`config.mk`:
```
export PLATFORM = sky130hd
export DESIGN_NAME = pcivf_reset_clock_ctrl
export DESIGN_NICKNAME = d
export VERILOG_FILES = /design/src/verilog/pcivf_pkg.sv /design/src/verilog/pcivf_sync.sv /design/src/verilog/pcivf_reset_clock_ctrl.sv
export SDC_FILE = /design/constraint.sdc
export NUM_CORES = 1
export LEC_CHECK = 0
export BUFFER_PORTS_ARGS = -buffer_cell sky130_fd_sc_hd__buf_2
export CORE_ASPECT_RATIO = 0.6
export CORE_UTILIZATION = 30
export DETAILED_ROUTE_END_ITERATION = 16
export SETUP_SLACK_MARGIN = 0.02
export SYNTH_ARGS = -nofsm -noshare
export SYNTH_HDL_FRONTEND = slang
export SYNTH_HIERARCHICAL = 1
export SYNTH_SLANG_ARGS = --single-unit
```
`constraint.sdc`:
```
create_clock -name i_sys_clk -period 2.2 [get_ports i_sys_clk]
set_clock_uncertainty 0.05 [all_clocks]
set_input_delay 0.55 -clock i_sys_clk [delete_from_list [all_inputs] [get_ports i_sys_clk]]
set_output_delay 0.55 -clock i_sys_clk [all_outputs]
set_load 0.03 [all_outputs]
```
`src/verilog/pcivf_pkg.sv`:
```
// pcivf_pkg: constants, field layouts and types of the reset and clock controller
`default_nettype none
package pcivf_pkg;

  // ------------------------------------------------------------
  // clocking and timing
  // ------------------------------------------------------------
  localparam int unsigned SYS_CLK_MHZ   = 200;
  localparam int unsigned RX_SD_TIME_MS = 3;
  localparam int unsigned RX_SD_CYC     = RX_SD_TIME_MS * SYS_CLK_MHZ * 1000;
  localparam int unsigned RX_CNT_W      = 20;
  localparam int unsigned TX_LOCK_CYC   = 127;
  localparam int unsigned TX_CNT_W      = 7;

  // ------------------------------------------------------------
  // virtual functions
  // ------------------------------------------------------------
  localparam int unsigned VF_NUM   = 4;
  localparam int unsigned VF_IDX_W = 2;

  // ------------------------------------------------------------
  // register offsets (byte addresses)
  // ------------------------------------------------------------
  localparam int unsigned    CFG_ADDR_W    = 12;
  localparam logic [11:0]    OFS_CAP_LIST  = 12'h080;
  localparam logic [11:0]    OFS_DEV_CTLST = 12'h088;

  // ------------------------------------------------------------
  // capability list fields
  // ------------------------------------------------------------
  localparam logic [7:0]  CAP_ID_VAL   = 8'h10;
  localparam logic [7:0]  CAP_NEXT_VAL = 8'h00;
  localparam int unsigned CAP_ID_LSB   = 0;
  localparam int unsigned CAP_NEXT_LSB = 8;
  localparam int unsigned CAP_VER_LSB  = 16;
  localparam logic [2:0]  CAP_VER_RST  = 3'h2;

  // ------------------------------------------------------------
  // device control / status fields
  // ------------------------------------------------------------
  localparam int unsigned DCS_FLR_BIT  = 15;
  localparam int unsigned DCS_ERR_LSB  = 16;
  localparam int unsigned DCS_TP_BIT   = 21;
  localparam logic [3:0]  ERR_RST      = 4'h0;

  // ------------------------------------------------------------
  // pipe receiver detect code
  // ------------------------------------------------------------
  localparam logic [2:0]  RXSTAT_DET_DONE = 3'h3;

  // ------------------------------------------------------------
  // types
  // ------------------------------------------------------------
  typedef enum logic [1:0] {
    LT_DETECT_QUIET,
    LT_DETECT_ACTIVE,
    LT_POLLING_ACTIVE
  } pcivf_ltssm_t;

  typedef enum logic [1:0] {
    CLK_62M5,
    CLK_125M,
    CLK_250M
  } pcivf_clk_sel_t;

  // pins from outside the clock domain
  typedef struct packed {
    logic       perst_n;
    logic       npor;
    logic       rx_pll_locked;
    logic       rx_sig_det;
    logic       tx_pll_locked;
    logic       phystatus;
    logic [2:0] rxstatus;
  } pcivf_pins_t;

  // configuration access from the bridge
  typedef struct packed {
    logic                  wr;
    logic                  rd;
    logic [VF_IDX_W-1:0]   vf;
    logic [11:0]           addr;
    logic [31:0]           wdata;
  } pcivf_cfg_req_t;

  typedef struct packed {
    logic                  rvalid;
    logic [31:0]           rdata;
  } pcivf_cfg_rsp_t;

  // static link configuration
  typedef struct packed {
    logic [3:0] lanes;
    logic [1:0] gen;
    logic       if_256;
  } pcivf_link_cfg_t;

  localparam logic [RX_CNT_W-1:0] RX_CNT_RST = 20'h00000;
  localparam logic [TX_CNT_W-1:0] TX_CNT_RST = 7'h00;

endpackage

`default_nettype wire

```
`src/verilog/pcivf_sync.sv`:
```
// pcivf_sync: two-flop synchroniser for the pin inputs
`timescale 1ns/1ps
`default_nettype none

module pcivf_sync (
  input  wire logic                  i_sys_clk,
  input  wire logic                  i_rst,
  input  wire pcivf_pkg::pcivf_pins_t i_async,
  output var  pcivf_pkg::pcivf_pins_t o_sync
);
  import pcivf_pkg::*;

  // ------------------------------------------------------------
  // state
  // ------------------------------------------------------------
  typedef struct packed {
    pcivf_pins_t meta;
    pcivf_pins_t stable;
  } pcivf_sync_st_t;

  pcivf_sync_st_t s_r;
  pcivf_sync_st_t s_nxt;

  always_comb begin
    s_nxt        = s_r;
    s_nxt.meta   = i_async;
    s_nxt.stable = s_r.meta;
  end

  always_ff @(posedge i_sys_clk) begin
    if (i_rst) begin
      s_r <= '0;
    end else begin
      s_r <= s_nxt;
    end
  end

  assign o_sync = s_r.stable;

endmodule

`default_nettype wire

```
`src/verilog/pcivf_reset_clock_ctrl.sv`:
```
// pcivf_reset_clock_ctrl: reset sequencing, function-level reset and vf config registers
//
// Behaviour
// capability list bits 7:0 return fixed express capability id, not writable
// capability list bits 15:8 read null next pointer
// bits 18:16 hold capability version; bits 31:19 read-only zero
// writing one to control bit 15 starts vf reset if pf capable; reads zero
// status bit 21 set while vf has outstanding non-posted requests
// error bits 16..19 set on events, cleared by writing one
// core reset indication released once platform reset or power-on reset released
// receive clock lock moves training from detect quiet to detect active
// phystatus pulse with rxstatus three moves detect active to polling active
// receive logic reset released after signal detect stable three milliseconds
// transmit transceiver active-low reset released after power-on reset released
// transmit logic reset released after transmit lock stable 127 cycles
// host halts traffic before function reset and re-enumerates afterwards
// function reset restores writable non-sticky bits and raises reset-active
// application clears function state then raises reset-done
// reset-done from application drops reset-active of that function
// core clock frequency picked from width, rate and interface width
// clock choice kept after link trains down
// user clock never slower than core output clock
// integrator supplies reference clock straight to transceiver
// pin-side signals are synchronised before the core logic reads them
`timescale 1ns/1ps
`default_nettype none

module pcivf_reset_clock_ctrl #(
  parameter int unsigned P_RX_SD_CYC = pcivf_pkg::RX_SD_CYC
) (
  input  wire logic                                 i_sys_clk,
  input  wire logic                                 i_rst,
  input  wire pcivf_pkg::pcivf_pins_t               i_pins,
  input  wire pcivf_pkg::pcivf_link_cfg_t           i_link_cfg,
  input  wire logic                                 i_pf_flr_capable,
  input  wire logic [pcivf_pkg::VF_NUM-1:0]         i_np_pending,
  input  wire logic [pcivf_pkg::VF_NUM-1:0][3:0]    i_err_evt,
  input  wire logic [pcivf_pkg::VF_NUM-1:0]         i_flr_done,
  input  wire pcivf_pkg::pcivf_cfg_req_t            i_cfg_req,
  output var  pcivf_pkg::pcivf_cfg_rsp_t            o_cfg_rsp,
  output var  logic [pcivf_pkg::VF_NUM-1:0]         o_flr_active,
  output var  logic                                 o_reset_status,
  output var  logic                                 o_serdes_rst_n,
  output var  logic                                 o_rx_logic_rst,
  output var  logic                                 o_tx_logic_rst,
  output var  pcivf_pkg::pcivf_ltssm_t              o_ltssm,
  output var  pcivf_pkg::pcivf_clk_sel_t            o_clk_sel
);
  import pcivf_pkg::*;

  // ------------------------------------------------------------
  // derived constants
  // ------------------------------------------------------------
  localparam logic [RX_CNT_W-1:0] RX_CNT_END = RX_CNT_W'(P_RX_SD_CYC - 1);
  localparam logic [TX_CNT_W-1:0] TX_CNT_END = TX_CNT_W'(TX_LOCK_CYC - 1);

  // ------------------------------------------------------------
  // decode helpers
  // ------------------------------------------------------------
  function automatic logic hit_cap(input logic [11:0] a);
    hit_cap = (a == OFS_CAP_LIST);
  endfunction

  function automatic logic hit_dcs(input logic [11:0] a);
    hit_dcs = (a == OFS_DEV_CTLST);
  endfunction

  function automatic pcivf_clk_sel_t pick_clk(input pcivf_link_cfg_t c);
    pick_clk = CLK_62M5;
    case ({c.lanes, c.gen, c.if_256})
      {4'h8, 2'h1, 1'b0}: pick_clk = CLK_125M;
      {4'h4, 2'h2, 1'b0}: pick_clk = CLK_125M;
      {4'h8, 2'h2, 1'b0}: pick_clk = CLK_250M;
      {4'h8, 2'h2, 1'b1}: pick_clk = CLK_125M;
      {4'h2, 2'h3, 1'b0}: pick_clk = CLK_125M;
      {4'h4, 2'h3, 1'b0}: pick_clk = CLK_250M;
      {4'h4, 2'h3, 1'b1}: pick_clk = CLK_125M;
      {4'h8, 2'h3, 1'b1}: pick_clk = CLK_250M;
      default:            pick_clk = CLK_62M5;
    endcase
  endfunction

  // ------------------------------------------------------------
  // pin synchronisers
  // ------------------------------------------------------------
  pcivf_pins_t pins_s;

  pcivf_sync u_sync (
    .i_sys_clk (i_sys_clk),
    .i_rst     (i_rst),
    .i_async   (i_pins),
    .o_sync    (pins_s)
  );

  // ------------------------------------------------------------
  // state
  // ------------------------------------------------------------
  typedef struct packed {
    pcivf_ltssm_t                 ltssm;
    logic                         phy_q;
    logic                         sd_q;
    logic                         lock_q;
    logic [RX_CNT_W-1:0]          rx_cnt;
    logic [TX_CNT_W-1:0]          tx_cnt;
    logic                         rx_rst;
    logic                         tx_rst;
    logic                         serdes_rst_n;
    logic                         reset_status;
    logic                         clk_held;
    pcivf_clk_sel_t               clk_sel;
    logic [VF_NUM-1:0][2:0]       ver;
    logic [VF_NUM-1:0][3:0]       err;
    logic [VF_NUM-1:0]            flr_act;
    pcivf_cfg_rsp_t               rsp;
  } pcivf_st_t;

  pcivf_st_t s_r;
  pcivf_st_t s_nxt;

  logic [31:0] cap_word;
  logic [31:0] dcs_word;

  always_comb begin
    s_nxt    = s_r;
    cap_word = 32'h0000_0000;
    dcs_word = 32'h0000_0000;

    // ----------------------------------------------------------
    // hard reset controller
    // ----------------------------------------------------------
    s_nxt.reset_status = !(pins_s.perst_n || pins_s.npor);
    s_nxt.serdes_rst_n = pins_s.npor;

    // ----------------------------------------------------------
    // core clock choice, taken once and held
    // ----------------------------------------------------------
    if (!s_r.clk_held) begin
      s_nxt.clk_sel  = pick_clk(i_link_cfg);
      s_nxt.clk_held = 1'b1;
    end

    // ----------------------------------------------------------
    // link training detect states
    // ----------------------------------------------------------
    s_nxt.phy_q = pins_s.phystatus;
    case (s_r.ltssm)
      LT_DETECT_QUIET: begin
        if (pins_s.rx_pll_locked) begin
          s_nxt.ltssm = LT_DETECT_ACTIVE;
        end
      end
      LT_DETECT_ACTIVE: begin
        if (pins_s.phystatus && !s_r.phy_q && (pins_s.rxstatus == RXSTAT_DET_DONE)) begin
          s_nxt.ltssm = LT_POLLING_ACTIVE;
        end
      end
      LT_POLLING_ACTIVE: begin
        if (!pins_s.rx_pll_locked) begin
          s_nxt.ltssm = LT_DETECT_QUIET;
        end
      end
      default: begin
        s_nxt.ltssm = LT_DETECT_QUIET;
      end
    endcase
    if (s_r.reset_status) begin
      s_nxt.ltssm = LT_DETECT_QUIET;
    end

    // ----------------------------------------------------------
    // receive logic reset
    // ----------------------------------------------------------
    s_nxt.sd_q = pins_s.rx_sig_det;
    if (!pins_s.rx_sig_det || (pins_s.rx_sig_det != s_r.sd_q)) begin
      s_nxt.rx_cnt = RX_CNT_RST;
      s_nxt.rx_rst = 1'b1;
    end else if (s_r.rx_rst) begin
      if (s_r.rx_cnt == RX_CNT_END) begin
        s_nxt.rx_rst = 1'b0;
      end else begin
        s_nxt.rx_cnt = s_r.rx_cnt + 1'b1;
      end
    end

    // ----------------------------------------------------------
    // transmit logic reset
    // ----------------------------------------------------------
    s_nxt.lock_q = pins_s.tx_pll_locked;
    if (!pins_s.tx_pll_locked || !s_r.serdes_rst_n ||
        (pins_s.tx_pll_locked != s_r.lock_q)) begin
      s_nxt.tx_cnt = TX_CNT_RST;
      s_nxt.tx_rst = 1'b1;
    end else if (s_r.tx_rst) begin
      if (s_r.tx_cnt == TX_CNT_END) begin
        s_nxt.tx_rst = 1'b0;
      end else begin
        s_nxt.tx_cnt = s_r.tx_cnt + 1'b1;
      end
    end

    // ----------------------------------------------------------
    // per-vf registers and function-level reset
    // ----------------------------------------------------------
    for (int v = 0; v < VF_NUM; v++) begin
      if (s_r.flr_act[v] && i_flr_done[v]) begin
        s_nxt.flr_act[v] = 1'b0;
      end
      if (i_cfg_req.wr && (i_cfg_req.vf == VF_IDX_W'(v))) begin
        if (hit_cap(i_cfg_req.addr)) begin
          s_nxt.ver[v] = i_cfg_req.wdata[CAP_VER_LSB +: 3];
        end
        if (hit_dcs(i_cfg_req.addr)) begin
          s_nxt.err[v] = s_r.err[v] & ~i_cfg_req.wdata[DCS_ERR_LSB +: 4];
          if (i_cfg_req.wdata[DCS_FLR_BIT] && i_pf_flr_capable) begin
            s_nxt.flr_act[v] = 1'b1;
            s_nxt.ver[v]     = CAP_VER_RST;
          end
        end
      end
      s_nxt.err[v] = s_nxt.err[v] | i_err_evt[v];
    end

    // ----------------------------------------------------------
    // configuration read
    // ----------------------------------------------------------
    cap_word[CAP_ID_LSB +: 8]   = CAP_ID_VAL;
    cap_word[CAP_NEXT_LSB +: 8] = CAP_NEXT_VAL;
    cap_word[CAP_VER_LSB +: 3]  = s_r.ver[i_cfg_req.vf];
    dcs_word[DCS_ERR_LSB +: 4]  = s_r.err[i_cfg_req.vf];
    dcs_word[DCS_TP_BIT]        = i_np_pending[i_cfg_req.vf];
    dcs_word[DCS_FLR_BIT]       = 1'b0;

    s_nxt.rsp.rvalid = i_cfg_req.rd;
    if (i_cfg_req.rd) begin
      if (hit_cap(i_cfg_req.addr)) begin
        s_nxt.rsp.rdata = cap_word;
      end else if (hit_dcs(i_cfg_req.addr)) begin
        s_nxt.rsp.rdata = dcs_word;
      end else begin
        s_nxt.rsp.rdata = 32'h0000_0000;
      end
    end
  end

  // ------------------------------------------------------------
  // registers
  // ------------------------------------------------------------
  always_ff @(posedge i_sys_clk) begin
    if (i_rst) begin
      s_r              <= '0;
      s_r.ltssm        <= LT_DETECT_QUIET;
      s_r.rx_cnt       <= RX_CNT_RST;
      s_r.tx_cnt       <= TX_CNT_RST;
      s_r.rx_rst       <= 1'b1;
      s_r.tx_rst       <= 1'b1;
      s_r.serdes_rst_n <= 1'b0;
      s_r.reset_status <= 1'b1;
      s_r.clk_sel      <= CLK_62M5;
      s_r.ver          <= {VF_NUM{CAP_VER_RST}};
      s_r.err          <= {VF_NUM{ERR_RST}};
    end else begin
      s_r <= s_nxt;
    end
  end

  // ------------------------------------------------------------
  // outputs
  // ------------------------------------------------------------
  assign o_cfg_rsp      = s_r.rsp;
  assign o_flr_active   = s_r.flr_act;
  assign o_reset_status = s_r.reset_status;
  assign o_serdes_rst_n = s_r.serdes_rst_n;
  assign o_rx_logic_rst = s_r.rx_rst;
  assign o_tx_logic_rst = s_r.tx_rst;
  assign o_ltssm        = s_r.ltssm;
  assign o_clk_sel      = s_r.clk_sel;

endmodule

`default_nettype wire

```
==> out/qor.csv, run 1 <==
metric,value,unit
run status,finished clean,
first-pass GRT wire length,15200,um
final number of max-transition violations,0,
maximum fanout along the worst path,7,
clock root cell,clkbuf_16,
count of placed standard cells including taps,709,
setup repair after global routing missed its margin,false,
final hold vios,0,
Overflow after GRT,0,
initial standard-cell utilization of the core,0.315,
Final Setup Violations,0,
worst-case hold slack,0.358,ns
synthesized-area fraction occupied by xor and xnor cells,0.0299,
Pwr per Cell Area,709,mW/mm^2
Hold Buf Count CTS,0,
final-layout fill cell count,1432,
critical path buffer and inverter count,1,
Synth warnings,6,
final period demand of the worst path,1.91,ns
Max VDD drop,0.357,mV
number of optimization iterations in the first detailed-route pass,4,
Finished Cell Area,0.00514,sq mm
worst-case clock buffer depth,2,
number of DRC violations after detailed routing,0,
IO Port Bufs,82,
number of global-route vias before repair,3129,
global placement routability congestion,0.843,
clock buffer count from CTS,9,
initial antenna violation count,0,
"Arr. time, crit path",2.13,ns
Finished Layout Cells,725,
static power due to leakage,2.09,nW
"Clk Latency, worst-skew pair",0.34,ns
Synth top area share,0.437,
Critical Path Start,s_r[72]$_SDFFE_PP0P_,
fmax,0.524,GHz
category of the critical setup timing path,reg -> reg,
Area Growth Syn to Fin,16.8,%
kind of start point of the critical path,flip-flop,
count of flip-flops with a built-in enable after synthesis,0,
clock net sink count,96,
mux share of post-synthesis cell area,0.0410,
number of resized instances in the post-cts repair step,0,
most repeated cell in the gate-level netlist after synthesis,dfxtp_1,
count of cell types in the netlist,63,
vias post-DR,3427,
nets,622,
register bit count reported by yosys,96,
core outline area,0.0140,sq mm
number of maximum-capacitance constraint violations,0,
cells taking the most area after synthesis,"dfxtp_1 44%, buf_4 7.2%, mux4_2 4.1%",
data required time at the worst endpoint,2.42,ns
leading register cell type out of synthesis,dfxtp_1,
dominant combinational cell family by area after synthesis,simple AND/OR/NAND/NOR gates,
total routing usage reported by global routing,0.131,
final critical-path share of the clock period,0.868,
final cell utilization of the core,0.368,
cell area after placement,0.00484,sq mm
H-tree depth reported by CTS,3,
Synth Area in Simple Gates,0.242,
number of instances in the synthesized netlist,455,
compound-cell area share of the yosys netlist,0.146,
total power after layout,3.64,mW
family of cells with the greatest summed delay on the critical path,simple AND/OR/NAND/NOR gates,
Vert. Die Dim,95.8,um
Initial DRC Count,187,
layout cells sized above 1,0.257,
maximum cell stage delay along the critical path,0.41,ns
cell with the largest stage delay on the worst path,dfxtp_1,
floorplan die area,0.0152,sq mm
Setup WS post-layout,0.291,ns
Post-synth ARST share,0,
Die Width,158,um
worst-case setup slack after placement,0.0235,ns
FF-to-FF Start,s_r[72]$_SDFFE_PP0P_,
Worst Setup End Kind,flip-flop,
Ant. Diodes,0,
pin count of the biggest net entering global routing,23,
worst min-delay path category,in -> reg,
number of placement rows,33,
average detailed-routed wire length per instance,13.2,um
Min-Delay Startpoint,i_pins[6],
ratio of routed vias to standard cells,4.73,
sequential-to-total area share from yosys stat,0.437,
sequence of cells on the critical path,inv_1 -> ha_1 -> and4_4 -> a31oi_4 -> nand3_1 -> or3_1 -> a21oi_1,
"antenna viol nets, final",0,
Synth Area in Adders,0.00853,
"area leader, netlist",dfxtp_1,
"Reg clk slew, reported paths",0.07,ns
total negative slack,0,ns
post-synthesis cell area,0.00440,sq mm
Detailed Place HPWL,7380,um
CTS tree,built,
overall routed net length,9560,um
top cells by instance count after synthesis,"96 x dfxtp_1, 42 x buf_4, 36 x nand2_1",
total I/O pin count,136,
number of post-CTS setup repair buffers,0,
average footprint of a synthesized cell,9.67,sq um
==> sequential cells by signal, summed over array words and instances (netlist names) <==
register,flops
u_sync/o_sync,9
o_ltssm,2
u_sync/s_nxt,9
o_clk_sel,2
o_cfg_rsp,7
s_r,59
o_rx_logic_rst,1
o_tx_logic_rst,1
o_reset_status,1
o_flr_active,4
o_serdes_rst_n,1
==> path summary, 6_finish.rpt <==
path / cells after the start / slack (ns) / endpoint
setup / recovery: 7 / 0.29 / s_r[77]$_SDFFE_PP0P_
hold reg to reg: 1 / 0.36 / o_reset_status$_SDFF_PP1_
setup reg to reg: 7 / 0.29 / s_r[77]$_SDFFE_PP0P_
hold / removal: 2 / 0.36 / u_sync/s_nxt[6]$_SDFF_PP0_
==> cell families (layout without fill, tap and decap cells) <==
group | count (synthesis) | count (layout)
AO/OA/AOI/OAI | 92 | 92
multiplexers | 8 | 8
AND/OR/NAND/NOR | 173 | 173
flip-flops | 96 | 96
other | 1 | 26
adder cells (fa/ha/maj) | 3 | 3
buffers and inverters | 67 | 120
XOR/XNOR | 15 | 15
==> routing by layer <==
layer / GRT usage / part of all wire
met4: 0.0401 / 0.0071
met5: 0 / 0
met3: 0.0423 / 0.074
met2: 0.201 / 0.43
met1: 0.174 / 0.49
==> cell usage in the layout, fill, tap and decap left out, types with 4 or more instances in the layout <==
cell type  count
nand2_1       36
inv_1         13
buf_4          8
buf_2         82
a22oi_1        4
mux4_2         8
and2b_1        8
a31oi_1        4
nand4_1       11
conb_1        26
nor2b_1       15
a21oi_1       16
clkbuf_16      9
or3_1          5
and3_1         4
o211ai_1       5
o21a_1        16
a21boi_1      12
dfxtp_1       96
xor2_1        13
o21ai_0       15
nor3_1         6
a21boi_0       6
nor2_1        30
nand3_1       17
==> where the power goes <==
part           leakage [nW]  switching [mW]  internal [mW]
Combinational          1.16           0.175          0.116
Sequential            0.784          0.0158           1.78
Clock                 0.148           0.750          0.807
Total                  2.09           0.942           2.70
==> layout make-up <==
type	count	area [sq um]	area share
tap	192	240	0.0468
inverter	14	52.6	0.0102
multi-input combinational	317	2150	0.419
sequential	96	1920	0.374
clock buffer	9	225	0.0438
timing repair buffer	90	470	0.0916
clock inverter	7	73.8	0.0144
No activity file was read; power rests on OpenSTA's default activity.
==> run 2, diff against run 1 <==
- PLACE_DENSITY: unset -> 0.62
==> out/qor.csv, run 2 (synthesis results as in run 1) <==
metric,value,unit,change
category of the critical setup timing path,reg -> reg,,
worst-case clock buffer depth,2,,unchanged
core outline area,0.0140,sq mm,unchanged
Detailed Place HPWL,7460,um,+1.1%
global placement routability congestion,0.795,,-5.6%
CTS tree,built,,
IO Port Bufs,82,,unchanged
pin count of the biggest net entering global routing,23,,unchanged
Ant. Diodes,0,,unchanged
clock net sink count,96,,unchanged
worst min-delay path category,in -> reg,,
ratio of routed vias to standard cells,4.63,,-2.1%
area occupied by multi-input gates,0.00215,sq mm,unchanged
"Arr. time, crit path",2.12,ns,about the same
final period demand of the worst path,1.89,ns,-0.0182 ns
setup repair after global routing missed its margin,false,,
Area Growth Syn to Fin,17.0,%,
Die Width,158,um,unchanged
H-tree depth reported by CTS,3,,unchanged
number of placement rows,33,,unchanged
"Clk Latency, worst-skew pair",0.35,ns,about the same
number of maximum-capacitance constraint violations,0,,unchanged
Hold Buf Count CTS,0,,unchanged
maximum fanout along the worst path,7,,unchanged
sequential cell area,0.00192,sq mm,unchanged
Initial DRC Count,208,,+11%
total negative slack,0,ns,unchanged
number of global-route vias before repair,3168,,+1.2%
"Reg clk slew, reported paths",0.07,ns,about the same
Flop pwr share,0.484,,-0.008
clock root cell,clkbuf_16,,
vias post-DR,3352,,-2.2%
number of optimization iterations in the first detailed-route pass,5,,+1
Pwr per Cell Area,722,mW/mm^2,+1.8%
clock buffer count from CTS,9,,unchanged
Min-Delay Startpoint,i_pins[6],,
kind of start point of the critical path,flip-flop,,
maximum cell stage delay along the critical path,0.41,ns,about the same
Final Setup Violations,0,,unchanged
total routing usage reported by global routing,0.133,,+0.00231
FF-to-FF Start,s_r[72]$_SDFFE_PP0P_,,
final hold vios,0,,unchanged
static power due to leakage,2.10,nW,about the same
final-layout fill cell count,1449,,+1.2%
floorplan die area,0.0152,sq mm,unchanged
final number of max-transition violations,0,,unchanged
Critical Path Start,s_r[72]$_SDFFE_PP0P_,,
Setup WS post-layout,0.309,ns,+0.0182 ns
switching portion of total power,0.246,,-0.0128
cell area after placement,0.00483,sq mm,-0.16%
Switching Power,0.912,mW,-3.1%
average detailed-routed wire length per instance,13.3,um,+1.0%
max FFs per register,59,,unchanged
Gate power share,0.079,,about the same
Overflow after GRT,0,,unchanged
final critical-path share of the clock period,0.859,,-0.00827
sequence of cells on the critical path,inv_1 -> ha_1 -> and4_4 -> a31oi_4 -> nand3_1 -> or3_1 -> a21oi_1,,
nets,621,,-0.16%
Finished Cell Area,0.00514,sq mm,+0.12%
number of post-CTS setup repair buffers,0,,unchanged
fmax,0.529,GHz,+0.96%
"antenna viol nets, final",0,,unchanged
Internal Pwr Total,2.80,mW,+3.7%
number of DRC violations after detailed routing,0,,unchanged
initial standard-cell utilization of the core,0.315,,unchanged
"Most flops, register",s_r,,
share of power burned in the clock network,0.438,,+0.011
Vert. Die Dim,95.8,um,unchanged
run status,finished clean,,
cell with the largest stage delay on the worst path,dfxtp_1,,
worst-case setup slack after placement,0.0561,ns,+0.0326 ns
layout cells sized above 1,0.256,,-0.00140
most used cells in the layout excluding fill and tap cells,"96 x dfxtp_1, 82 x buf_2, 36 x nand2_1",,
total I/O pin count,136,,unchanged
first-pass GRT wire length,15400,um,+1.5%
initial antenna violation count,0,,unchanged
data required time at the worst endpoint,2.43,ns,about the same
Worst Setup End Kind,flip-flop,,
overall routed net length,9650,um,+0.90%
Max VDD drop,0.339,mV,-5.1%
"commonest non-fill, non-tap cell in the layout",dfxtp_1,,
total power after layout,3.71,mW,+1.9%
number of resized instances in the post-cts repair step,0,,unchanged
-- run 2: worst max-delay path: cells and delay by family, from the launching register on --
| family | cells | cell delay [ns] |
|---|---|---|
| simple gates | 3 | 0.67 |
| compound gates | 2 | 0.42 |
| fa+ha+maj | 1 | 0.21 |
| buf+inv | 1 | 0.06 |
| flops | 1 | 0.41 |
-- run 2: cell type report --
cell class	count	share of cell area
inverter	14	0.0102
sequential	96	0.374
tap	192	0.0467
clock inverter	7	0.0170
timing repair buffer	89	0.0900
multi-input combinational	317	0.419
clock buffer	9	0.0438
-- run 2: path summary, 6_finish.rpt --
path / slack (ns) / depth (start not counted) / endpoint
worst max-delay path: 0.31 / 7 / s_r[77]$_SDFFE_PP0P_
worst min-delay path: 0.36 / 2 / u_sync/s_nxt[6]$_SDFF_PP0_
worst max register to register: 0.31 / 7 / s_r[77]$_SDFFE_PP0P_
worst min register to register: 0.37 / 1 / o_reset_status$_SDFF_PP1_
-- run 2: metal layers --
| metal | vias to the layer above | routed length [um] | global-route usage |
|---|---|---|---|
| met1 | 1546 | 4760 | 0.177 |
| li1 | 1694 | - | - |
| met2 | 102 | 4100 | 0.208 |
| met4 | 0 | 119 | 0.0433 |
| met5 | - | 0 | 0 |
| met3 | 10 | 678 | 0.0378 |
-- run 2: through the flow --
stage / utilization / hold slack (ns) / instances
after global placement: 0.346 / 0.359 / 708
final: 0.369 / 0.357 / 724
after floorplan: - / 0.338 / 480
after detailed placement: 0.346 / 0.359 / 708
after global routing: 0.369 / 0.352 / 724
after CTS: 0.369 / 0.346 / 724
-- run 2: power by group through the flow --
stage	combinational (mW)	sequential (mW)	clock, mW
final	0.292	1.80	1.63
after CTS	0.293	1.80	1.68
after detailed placement	0.293	1.84	0
after global placement	0.286	1.83	0
after global routing	0.319	1.80	1.76
after floorplan	0.219	1.83	0
